File: src/dag_pkg.sv
/*
  Shared constants, types and helper functions for the dual address
  generator unit. Assumes a single core clock domain.
*/
package dag_pkg;
  // ----------------------------------------------------------------------
  // Widths
  // ----------------------------------------------------------------------
  localparam int unsigned ADDR_W  = 14;
  localparam int unsigned PTR_N   = 4;
  localparam int unsigned SEL_W   = 2;
  localparam int unsigned REG_W   = 16;
  localparam int unsigned PMW_W   = 24;
  localparam int unsigned EXT_W   = 8;

  localparam logic [ADDR_W-1:0] ADDR_ZERO = 14'h0000;
  localparam logic [EXT_W-1:0]  EXT_ZERO  = 8'h00;
  localparam logic [REG_W-1:0]  REG_ZERO  = 16'h0000;
  localparam logic [PMW_W-1:0]  PMW_ZERO  = 24'h00_0000;

  typedef enum logic [1:0] {
    KIND_PTR,
    KIND_MOD,
    KIND_LEN
  } reg_kind_e;

  // ----------------------------------------------------------------------
  // Post-modify with optional circular wrap; zero length is linear
  // ----------------------------------------------------------------------
  function automatic logic [ADDR_W-1:0] post_modify(
    input logic [ADDR_W-1:0] ptr,
    input logic [ADDR_W-1:0] modv,
    input logic [ADDR_W-1:0] len,
    input logic [ADDR_W-1:0] base
  );
    logic [ADDR_W:0]   lin;
    logic [ADDR_W:0]   lim;
    logic [ADDR_W-1:0] mag;
    logic [ADDR_W-1:0] res;
    lin = {1'h0, ptr} + {1'h0, modv};
    lim = {1'h0, base} + {1'h0, len};
    mag = ADDR_ZERO - modv;
    res = lin[ADDR_W-1:0];
    if (len != ADDR_ZERO) begin
      if (!modv[ADDR_W-1]) begin
        if (lin >= lim) begin
          res = lin[ADDR_W-1:0] - len;
        end
      end else if ({1'h0, ptr} < ({1'h0, base} + {1'h0, mag})) begin
        res = lin[ADDR_W-1:0] + len;
      end
    end
    return res;
  endfunction : post_modify

  function automatic logic [ADDR_W-1:0] bit_reverse(
    input logic [ADDR_W-1:0] a
  );
    logic [ADDR_W-1:0] r;
    r = ADDR_ZERO;
    for (int k = 0; k < ADDR_W; k++) begin
      r[k] = a[ADDR_W-1-k];
    end
    return r;
  endfunction : bit_reverse
endpackage : dag_pkg

File: src/gen_if.sv
/*
  Control and address signals between the unit top and one generator.
  Assumes both ends share the core clock.
*/
interface gen_if;
  import dag_pkg::*;
  logic              load_en;
  reg_kind_e         load_kind;
  logic [SEL_W-1:0]  load_idx;
  logic [ADDR_W-1:0] load_data;
  logic              use_en;
  logic [SEL_W-1:0]  use_i;
  logic [SEL_W-1:0]  use_m;
  logic              bitrev;
  logic [ADDR_W-1:0] addr;

  modport gen  (input load_en, load_kind, load_idx, load_data, use_en,
                use_i, use_m, bitrev, output addr);
  modport ctrl (output load_en, load_kind, load_idx, load_data, use_en,
                use_i, use_m, bitrev, input addr);
endinterface : gen_if

File: src/dual_data_address_generator.sv
/*
  Two concurrent address generators plus the program word extension
  register. Assumes core-clock inputs; memories take addresses one
  cycle after a use request.
*/

// Behaviour
// RULE1: each generator holds four pointer, modify, length sets
// RULE2: output pointer, then add selected modifier
// RULE3: nonzero length wraps pointer inside circular buffer
// RULE4: first generator data only, optional bit reversal
// RULE5: second generator program or data, no reversal
// RULE6: both generators work in the same cycle
// RULE7: serial port borrows circular pointers for transfers
// RULE8: program memory write takes low byte from extension
// RULE9: program memory data read puts low byte in extension
// RULE10: zero length means plain linear post-modify
module dual_data_address_generator
  import dag_pkg::*;
(
  input  wire logic              clk_sys_i,
  input  wire logic              rst_i,
  input  wire logic              reg_load_i,
  input  wire logic              reg_gen2_i,
  input  wire reg_kind_e         reg_kind_i,
  input  wire logic [SEL_W-1:0]  reg_idx_i,
  input  wire logic [ADDR_W-1:0] reg_data_i,
  input  wire logic              g1_use_i,
  input  wire logic [SEL_W-1:0]  g1_i_sel_i,
  input  wire logic [SEL_W-1:0]  g1_m_sel_i,
  input  wire logic              bitrev_en_i,
  input  wire logic              g2_use_i,
  input  wire logic [SEL_W-1:0]  g2_i_sel_i,
  input  wire logic [SEL_W-1:0]  g2_m_sel_i,
  input  wire logic              g2_space_pm_i,
  input  wire logic              sport_req_i,
  input  wire logic [SEL_W-1:0]  sport_i_sel_i,
  input  wire logic [SEL_W-1:0]  sport_m_sel_i,
  output      logic              sport_grant_o,
  output      logic              core_stall_o,
  output      logic [ADDR_W-1:0] dm_addr_o,
  output      logic              dm_addr_valid_o,
  output      logic [ADDR_W-1:0] pm_addr_o,
  output      logic              pm_addr_valid_o,
  input  wire logic              px_load_i,
  input  wire logic [EXT_W-1:0]  px_data_i,
  output      logic [EXT_W-1:0]  px_o,
  input  wire logic              pm_wr_i,
  input  wire logic [REG_W-1:0]  pm_reg_wdata_i,
  output      logic [PMW_W-1:0]  pm_wdata_o,
  input  wire logic              pm_data_rd_i,
  input  wire logic [PMW_W-1:0]  pm_rdata_i,
  output      logic [REG_W-1:0]  pm_reg_rdata_o
);
  gen_if g1 ();
  gen_if g2 ();

  logic             g1_valid_reg;
  logic             g1_valid_next;
  logic             g2_valid_reg;
  logic             g2_valid_next;
  logic             g2_pm_reg;
  logic             g2_pm_next;
  logic [EXT_W-1:0] px_reg;
  logic [EXT_W-1:0] px_next;
  logic [PMW_W-1:0] pm_wdata_reg;
  logic [PMW_W-1:0] pm_wdata_next;
  logic [REG_W-1:0] pm_rdata_reg;
  logic [REG_W-1:0] pm_rdata_next;

  // ----------------------------------------------------------------------
  // Generators
  // ----------------------------------------------------------------------
  // The serial port steals the first generator for one cycle per word;
  // the core instruction stalls rather than lose its access.
  assign sport_grant_o = sport_req_i; // see RULE7
  assign core_stall_o  = sport_req_i && g1_use_i;

  assign g1.load_en   = reg_load_i && !reg_gen2_i;
  assign g1.load_kind = reg_kind_i;
  assign g1.load_idx  = reg_idx_i;
  assign g1.load_data = reg_data_i;
  assign g1.use_en    = g1_use_i || sport_req_i;
  assign g1.use_i     = sport_req_i ? sport_i_sel_i : g1_i_sel_i; // see RULE7
  assign g1.use_m     = sport_req_i ? sport_m_sel_i : g1_m_sel_i;
  assign g1.bitrev    = bitrev_en_i && !sport_req_i;

  assign g2.load_en   = reg_load_i && reg_gen2_i;
  assign g2.load_kind = reg_kind_i;
  assign g2.load_idx  = reg_idx_i;
  assign g2.load_data = reg_data_i;
  assign g2.use_en    = g2_use_i;
  assign g2.use_i     = g2_i_sel_i;
  assign g2.use_m     = g2_m_sel_i;
  assign g2.bitrev    = 1'h0; // see RULE5

  // Four register sets in each generator see RULE1
  addr_gen #(.HAS_BITREV(1'b1)) u_data_only_address_generator (
    .clk_sys_i (clk_sys_i),
    .rst_i     (rst_i),
    .g         (g1.gen)
  );

  addr_gen #(.HAS_BITREV(1'b0)) u_dual_space_address_generator (
    .clk_sys_i (clk_sys_i),
    .rst_i     (rst_i),
    .g         (g2.gen)
  );

  // ----------------------------------------------------------------------
  // Address routing and extension register
  // ----------------------------------------------------------------------
  always_comb begin
    g1_valid_next = g1.use_en;
    g2_valid_next = g2.use_en;
    g2_pm_next    = g2_space_pm_i;
    px_next       = px_reg;
    pm_wdata_next = pm_wdata_reg;
    pm_rdata_next = pm_rdata_reg;
    if (px_load_i) begin
      px_next = px_data_i;
    end
    if (pm_wr_i) begin
      pm_wdata_next = {pm_reg_wdata_i, px_reg}; // see RULE8
    end
    // Data read wins over a same-cycle direct load of the extension
    if (pm_data_rd_i) begin
      pm_rdata_next = pm_rdata_i[PMW_W-1:EXT_W];
      px_next       = pm_rdata_i[EXT_W-1:0]; // see RULE9
    end
  end

  always_ff @(posedge clk_sys_i) begin
    if (rst_i) begin
      g1_valid_reg <= 1'h0;
      g2_valid_reg <= 1'h0;
      g2_pm_reg    <= 1'h0;
      px_reg       <= EXT_ZERO;
      pm_wdata_reg <= PMW_ZERO;
      pm_rdata_reg <= REG_ZERO;
    end else begin
      g1_valid_reg <= g1_valid_next;
      g2_valid_reg <= g2_valid_next;
      g2_pm_reg    <= g2_pm_next;
      px_reg       <= px_next;
      pm_wdata_reg <= pm_wdata_next;
      pm_rdata_reg <= pm_rdata_next;
    end
  end

  // First generator owns the data bus; second reaches it only when free
  assign dm_addr_o       = g1_valid_reg ? g1.addr : g2.addr; // see RULE4
  assign dm_addr_valid_o = g1_valid_reg || (g2_valid_reg && !g2_pm_reg);
  assign pm_addr_o       = g2.addr; // see RULE6
  assign pm_addr_valid_o = g2_valid_reg && g2_pm_reg;
  assign px_o            = px_reg;
  assign pm_wdata_o      = pm_wdata_reg;
  assign pm_reg_rdata_o  = pm_rdata_reg;
endmodule : dual_data_address_generator

File: src/addr_gen.sv
/*
  One address generator: four pointers, four modifiers, four lengths.
  Assumes the top sequences loads and uses on the core clock.
*/
module addr_gen
  import dag_pkg::*;
#(
  parameter bit HAS_BITREV = 1'b0
) (
  input  wire logic clk_sys_i,
  input  wire logic rst_i,
  gen_if.gen        g
);
  logic [ADDR_W-1:0] ptr_reg  [PTR_N];
  logic [ADDR_W-1:0] ptr_next [PTR_N];
  logic [ADDR_W-1:0] mod_reg  [PTR_N];
  logic [ADDR_W-1:0] mod_next [PTR_N];
  logic [ADDR_W-1:0] len_reg  [PTR_N];
  logic [ADDR_W-1:0] len_next [PTR_N];
  logic [ADDR_W-1:0] base_reg [PTR_N];
  logic [ADDR_W-1:0] base_next[PTR_N];
  logic [ADDR_W-1:0] addr_reg;
  logic [ADDR_W-1:0] addr_next;

  // ----------------------------------------------------------------------
  // Next state
  // ----------------------------------------------------------------------
  always_comb begin
    ptr_next  = ptr_reg;
    mod_next  = mod_reg;
    len_next  = len_reg;
    base_next = base_reg;
    addr_next = addr_reg;
    if (g.use_en) begin
      // Current value goes out, then post-modify see RULE2
      addr_next = (HAS_BITREV && g.bitrev) ?
                  bit_reverse(ptr_reg[g.use_i]) : ptr_reg[g.use_i]; // see RULE4
      ptr_next[g.use_i] = post_modify(ptr_reg[g.use_i],
                                      mod_reg[g.use_m],
                                      len_reg[g.use_i],
                                      base_reg[g.use_i]); // see RULE3 RULE10
    end
    // A load overrides a same-cycle post-modify of that pointer
    if (g.load_en) begin
      unique case (g.load_kind)
        KIND_PTR: begin
          ptr_next[g.load_idx]  = g.load_data;
          base_next[g.load_idx] = g.load_data;
        end
        KIND_MOD: mod_next[g.load_idx] = g.load_data;
        KIND_LEN: len_next[g.load_idx] = g.load_data;
        default:  ;
      endcase
    end
  end

  always_ff @(posedge clk_sys_i) begin
    if (rst_i) begin
      for (int k = 0; k < PTR_N; k++) begin
        ptr_reg[k]  <= ADDR_ZERO;
        mod_reg[k]  <= ADDR_ZERO;
        len_reg[k]  <= ADDR_ZERO;
        base_reg[k] <= ADDR_ZERO;
      end
      addr_reg <= ADDR_ZERO;
    end else begin
      ptr_reg  <= ptr_next;
      mod_reg  <= mod_next;
      len_reg  <= len_next;
      base_reg <= base_next;
      addr_reg <= addr_next;
    end
  end

  assign g.addr = addr_reg;
endmodule : addr_gen

File: config.mk
export PLATFORM = sky130hd
export DESIGN_NAME = dual_data_address_generator
export DESIGN_NICKNAME = d
export VERILOG_FILES = /design/src/dag_pkg.sv /design/src/gen_if.sv /design/src/dual_data_address_generator.sv /design/src/addr_gen.sv
export SDC_FILE = /design/constraint.sdc
export NUM_CORES = 2
export LEC_CHECK = 0
export BUFFER_PORTS_ARGS = -buffer_cell sky130_fd_sc_hd__buf_2
export CAP_MARGIN = 30
export CORE_UTILIZATION = 54
export DETAILED_ROUTE_END_ITERATION = 6
export GPL_ROUTABILITY_DRIVEN = 0
export PLACE_DENSITY = 0.7
export SKIP_LAST_GASP = 1
export SLEW_MARGIN = 20
export SYNTH_ARGS = -nofsm -noshare
export SYNTH_HDL_FRONTEND = slang
export SYNTH_SLANG_ARGS = --single-unit
export TNS_END_PERCENT = 30
File: constraint.sdc
create_clock -name clk_sys_i -period 11.9 [get_ports clk_sys_i]
set_input_delay 2.38 -clock clk_sys_i [delete_from_list [all_inputs] [get_ports clk_sys_i]]
set_output_delay 2.38 -clock clk_sys_i [all_outputs]
set_load 0.1 [all_outputs]
==> flow_metrics.env <==
export IMPL_yosys_warnings=0
export IMPL_syn_avg_cell_area_sq_um=8.202
export IMPL_crit_cells=26
export IMPL_cts_htree_levels=2
export IMPL_most_common_layout_cells="790 x nand2_1, 527 x dfxtp_1, 460 x a21oi_1"
export IMPL_p_seq_frac=0.407
export IMPL_tns_ns=0
export IMPL_dp_hpwl_um=65680
export IMPL_synth_area_sq_mm=0.03020
export IMPL_port_buffers=169
export IMPL_drive_gt1_frac=0.1271
export IMPL_regToRegSetupSlack_ns=5.05
export IMPL_final_nets=4012
export IMPL_cts_tree="done"
export IMPL_cts_resized=0
export IMPL_power_switching_mw=1.345
export IMPL_clock_sink_count=527
export IMPL_postCtsHoldBufs=0
export IMPL_area_delta_synth_final_pct=10.81
export IMPL_initial_utilization=0.5471
export IMPL_async_flop_share=0
export IMPL_multiInputGateArea_sq_mm=0.01840
export IMPL_clkTransAtPathRegs_ns=0.06
export IMPL_status="finished, final reports clean"
export IMPL_rows=86
export IMPL_vias_per_cell=6.121
export IMPL_core_sq_mm=0.05520
export IMPL_min_path_type="reg -> reg"
export IMPL_synth_flop_cell="dfxtp_1"
export IMPL_cpPeakStageDelay_ns=0.70
export IMPL_crit_fanout=14
export IMPL_setup_viol=0
export IMPL_worst_setup_path_start_kind="primary input"
export IMPL_drt_first_pass_iters=6
export IMPL_antenna_found_initial=3
export IMPL_die_area_sq_mm=0.05687
export IMPL_whs_endpoint="u_data_only_address_generator.mod_reg[50]$_SDFFE_PP0P_"
export IMPL_ant_nets=0
export IMPL_crit_type="in -> reg"
export IMPL_layout_commonest_cell="nand2_1"
export IMPL_grt_max_degree=223
export IMPL_yosysUniqueCellTypes=74
export IMPL_fp_dieW_um=238.5
export IMPL_hold_viol=0
export IMPL_p_clk_frac=0.400
export IMPL_p_per_area_mw_per_mm2=134.9
export IMPL_cts_root_buf="clkbuf_16"
export IMPL_numCtsBuffers=54
export IMPL_worst_slew_pin_slew_ns=1.153
export IMPL_r2r_start="u_dual_space_address_generator.mod_reg[43]$_SDFFE_PP0P_"
export IMPL_switching_share=0.2980
export IMPL_regArea_sq_mm=0.01055
export IMPL_hold_start="u_data_only_address_generator.mod_reg[50]$_SDFFE_PP0P_"
export IMPL_synth_seq_cells=527
export IMPL_r2r_cells=25
export IMPL_gr_total_overflow=0
export IMPL_grt_pass1_vias=25560
export IMPL_cp_slowest_cell="mux2i_4"
export IMPL_slew_violations=0
export IMPL_critPathBufInv=2
export IMPL_timing_fmax_mhz=109.9
export IMPL_crit_arrival_ns=9.60
export IMPL_post_route_period_util=0.7649
export IMPL_p_leak_nw=13.25
export IMPL_clock_skew_ns=0.02638
export IMPL_die_height_um=238.5
export IMPL_p_int_mw=3.168
export IMPL_synth_cells=3682
export IMPL_wl_per_cell_um=21.09
export IMPL_r2r_end="u_dual_space_address_generator.ptr_reg[16]$_SDFF_PP0_"
export IMPL_end_kind="flop"
export IMPL_hold_depth=2
export IMPL_synth_edff_count=0
export IMPL_grt_use_total=0.3290
export IMPL_routed_wl_um=95190
export IMPL_vias=27625
export IMPL_max_slew_margin=0.2316
export IMPL_syn_num_nets=3976
export IMPL_postCtsSetupRepairBufs=0
export IMPL_cp_required_ns=12.40
export IMPL_yosysSeqAreaShare=0.3494
export IMPL_clock_latency_ns=0.62
export IMPL_min_period_ns=9.103
export IMPL_grt_pass1_wl_um=146700
export IMPL_grt_setup_unrepaired="false"
export IMPL_max_cap_violations=0
export IMPL_p_comb_frac=0.193
export IMPL_drc=0
export IMPL_finalPower_mw=4.513
export IMPL_ir_drop_v=0.0001337
export IMPL_drtIter0Drc=3207
export IMPL_cp_top_family="compound AO/OA/AOI/OAI gates"
export IMPL_ios=170
export IMPL_nFillCells=4891
export IMPL_cts_buffer_depth=3
-- cell usage after synthesis (all sizes together), types with 6 or more instances --
master | number | area, sq um
nand2 | 790 | 2965
dfxtp | 527 | 10550
a21oi | 460 | 2302
nor2 | 326 | 1224
clkbuf | 202 | 758.2
ha | 194 | 2427
o21ai | 154 | 770.7
mux4 | 112 | 2522
inv | 100 | 375.4
nor3 | 87 | 435.4
mux2i | 83 | 843.3
xnor2 | 56 | 490.5
o32ai | 49 | 436.7
nand3 | 42 | 210.2
xor2 | 40 | 350.3
a21o | 39 | 292.8
buf | 37 | 168.9
nand2b | 33 | 206.5
o21bai | 28 | 210.2
nor2b | 27 | 168.9
nand4 | 22 | 137.6
or3 | 19 | 118.9
mux2 | 18 | 210.2
o21a | 18 | 135.1
o31ai | 16 | 155.1
a211oi | 15 | 112.6
o221ai | 15 | 131.4
o211ai | 14 | 105.1
nor4 | 12 | 90.09
a211o | 10 | 87.58
a31oi | 10 | 62.56
fa | 10 | 200.2
and2 | 9 | 56.30
and3 | 9 | 56.30
or2 | 7 | 43.79
a221oi | 6 | 52.55
a22oi | 6 | 45.04
a31o | 6 | 52.55
nor3b | 6 | 45.04
-- worst max path at each step --
stage,slack [ns],end,from
after global routing,2.28,u_data_only_address_generator.ptr_reg[50]$_SDFF_PP0_,sport_req_i
after detailed placement,2.32,u_dual_space_address_generator.ptr_reg[11]$_SDFF_PP0_,g2_i_sel_i[0]
after global placement,2.23,u_dual_space_address_generator.ptr_reg[16]$_SDFF_PP0_,g2_m_sel_i[0]
after floorplan,2.68,u_dual_space_address_generator.ptr_reg[46]$_SDFF_PP0_,g2_i_sel_i[0]
after CTS,2.95,u_data_only_address_generator.ptr_reg[47]$_SDFF_PP0_,sport_req_i
final,2.80,u_data_only_address_generator.ptr_reg[1]$_SDFF_PP0_,sport_req_i
-- worst reg2reg max path, stage by stage (launching register included) --
cell	delay [ns]
dfxtp_1	0.32
mux4_2	0.49
inv_1	0.12
ha_1	0.19
nor3b_1	0.37
nand2_1	0.13
or3_1	0.38
or3_1	0.36
xor2_1	0.16
ha_1	0.25
nor3_1	0.18
o21ai_0	0.15
a31o_2	0.26
a21oi_1	0.21
xor2_1	0.18
ha_1	0.28
a21oi_1	0.20
o211ai_1	0.14
a2111oi_0	0.46
nor3_1	0.14
a21oi_1	0.46
buf_4	0.26
a21oi_1	0.13
a211oi_1	0.59
a211o_1	0.21
a21oi_1	0.07
-- metal layers --
| layer | global-route usage | up-vias | part of all wire |
|---|---|---|---|
| met5 | 0 | - | 0.00014 |
| met1 | 0.4573 | 13074 | 0.43 |
| li1 | - | 13028 | - |
| met4 | 0.1171 | 2 | 0.035 |
| met3 | 0.05969 | 167 | 0.099 |
| met2 | 0.5112 | 1354 | 0.44 |
-- power groups by stage --
stage	clock (mW)	combinational, mW	sequential [mW]
final	1.80	0.871	1.84
after global routing	1.90	0.938	1.84
after CTS	1.82	0.852	1.84
after detailed placement	0	0.848	1.88
after global placement	0	0.843	1.87
after floorplan	0	0.563	1.94
-- final cells by class --
cell class	instances	share of cell area
Multi-Input combinational cell	2816	0.5499
Sequential cell	527	0.3153
Clock buffer	73	0.04550
Timing Repair Buffer	219	0.03877
Tap cell	748	0.02797
Inverter	100	0.01122
Clock inverter	27	0.01118
Antenna cell	3	0.0002243
-- cell families after synthesis --
logic type      synth area share
compound gates            0.1792
flops                     0.3494
buf+inv                  0.04313
xor+xnor                 0.02784
simple gates              0.1951
mux                       0.1184
fa+ha+maj                0.08701
-- stage by stage --
stage	cells	area, sq um	hold slack (ns)	worst slack [ns]	utilization
finish	4513	33460	0.4520	2.798	0.6062
global route	4511	33460	0.4635	2.282	0.6061
CTS	4507	33380	0.4519	2.950	0.6048
detailed placement	4407	31490	0.4411	2.322	0.5704
global placement	4401	31430	0.4322	2.230	0.5693
floorplan	3682	30200	0.4196	2.680	-
(Power assumes the default switching activity.)
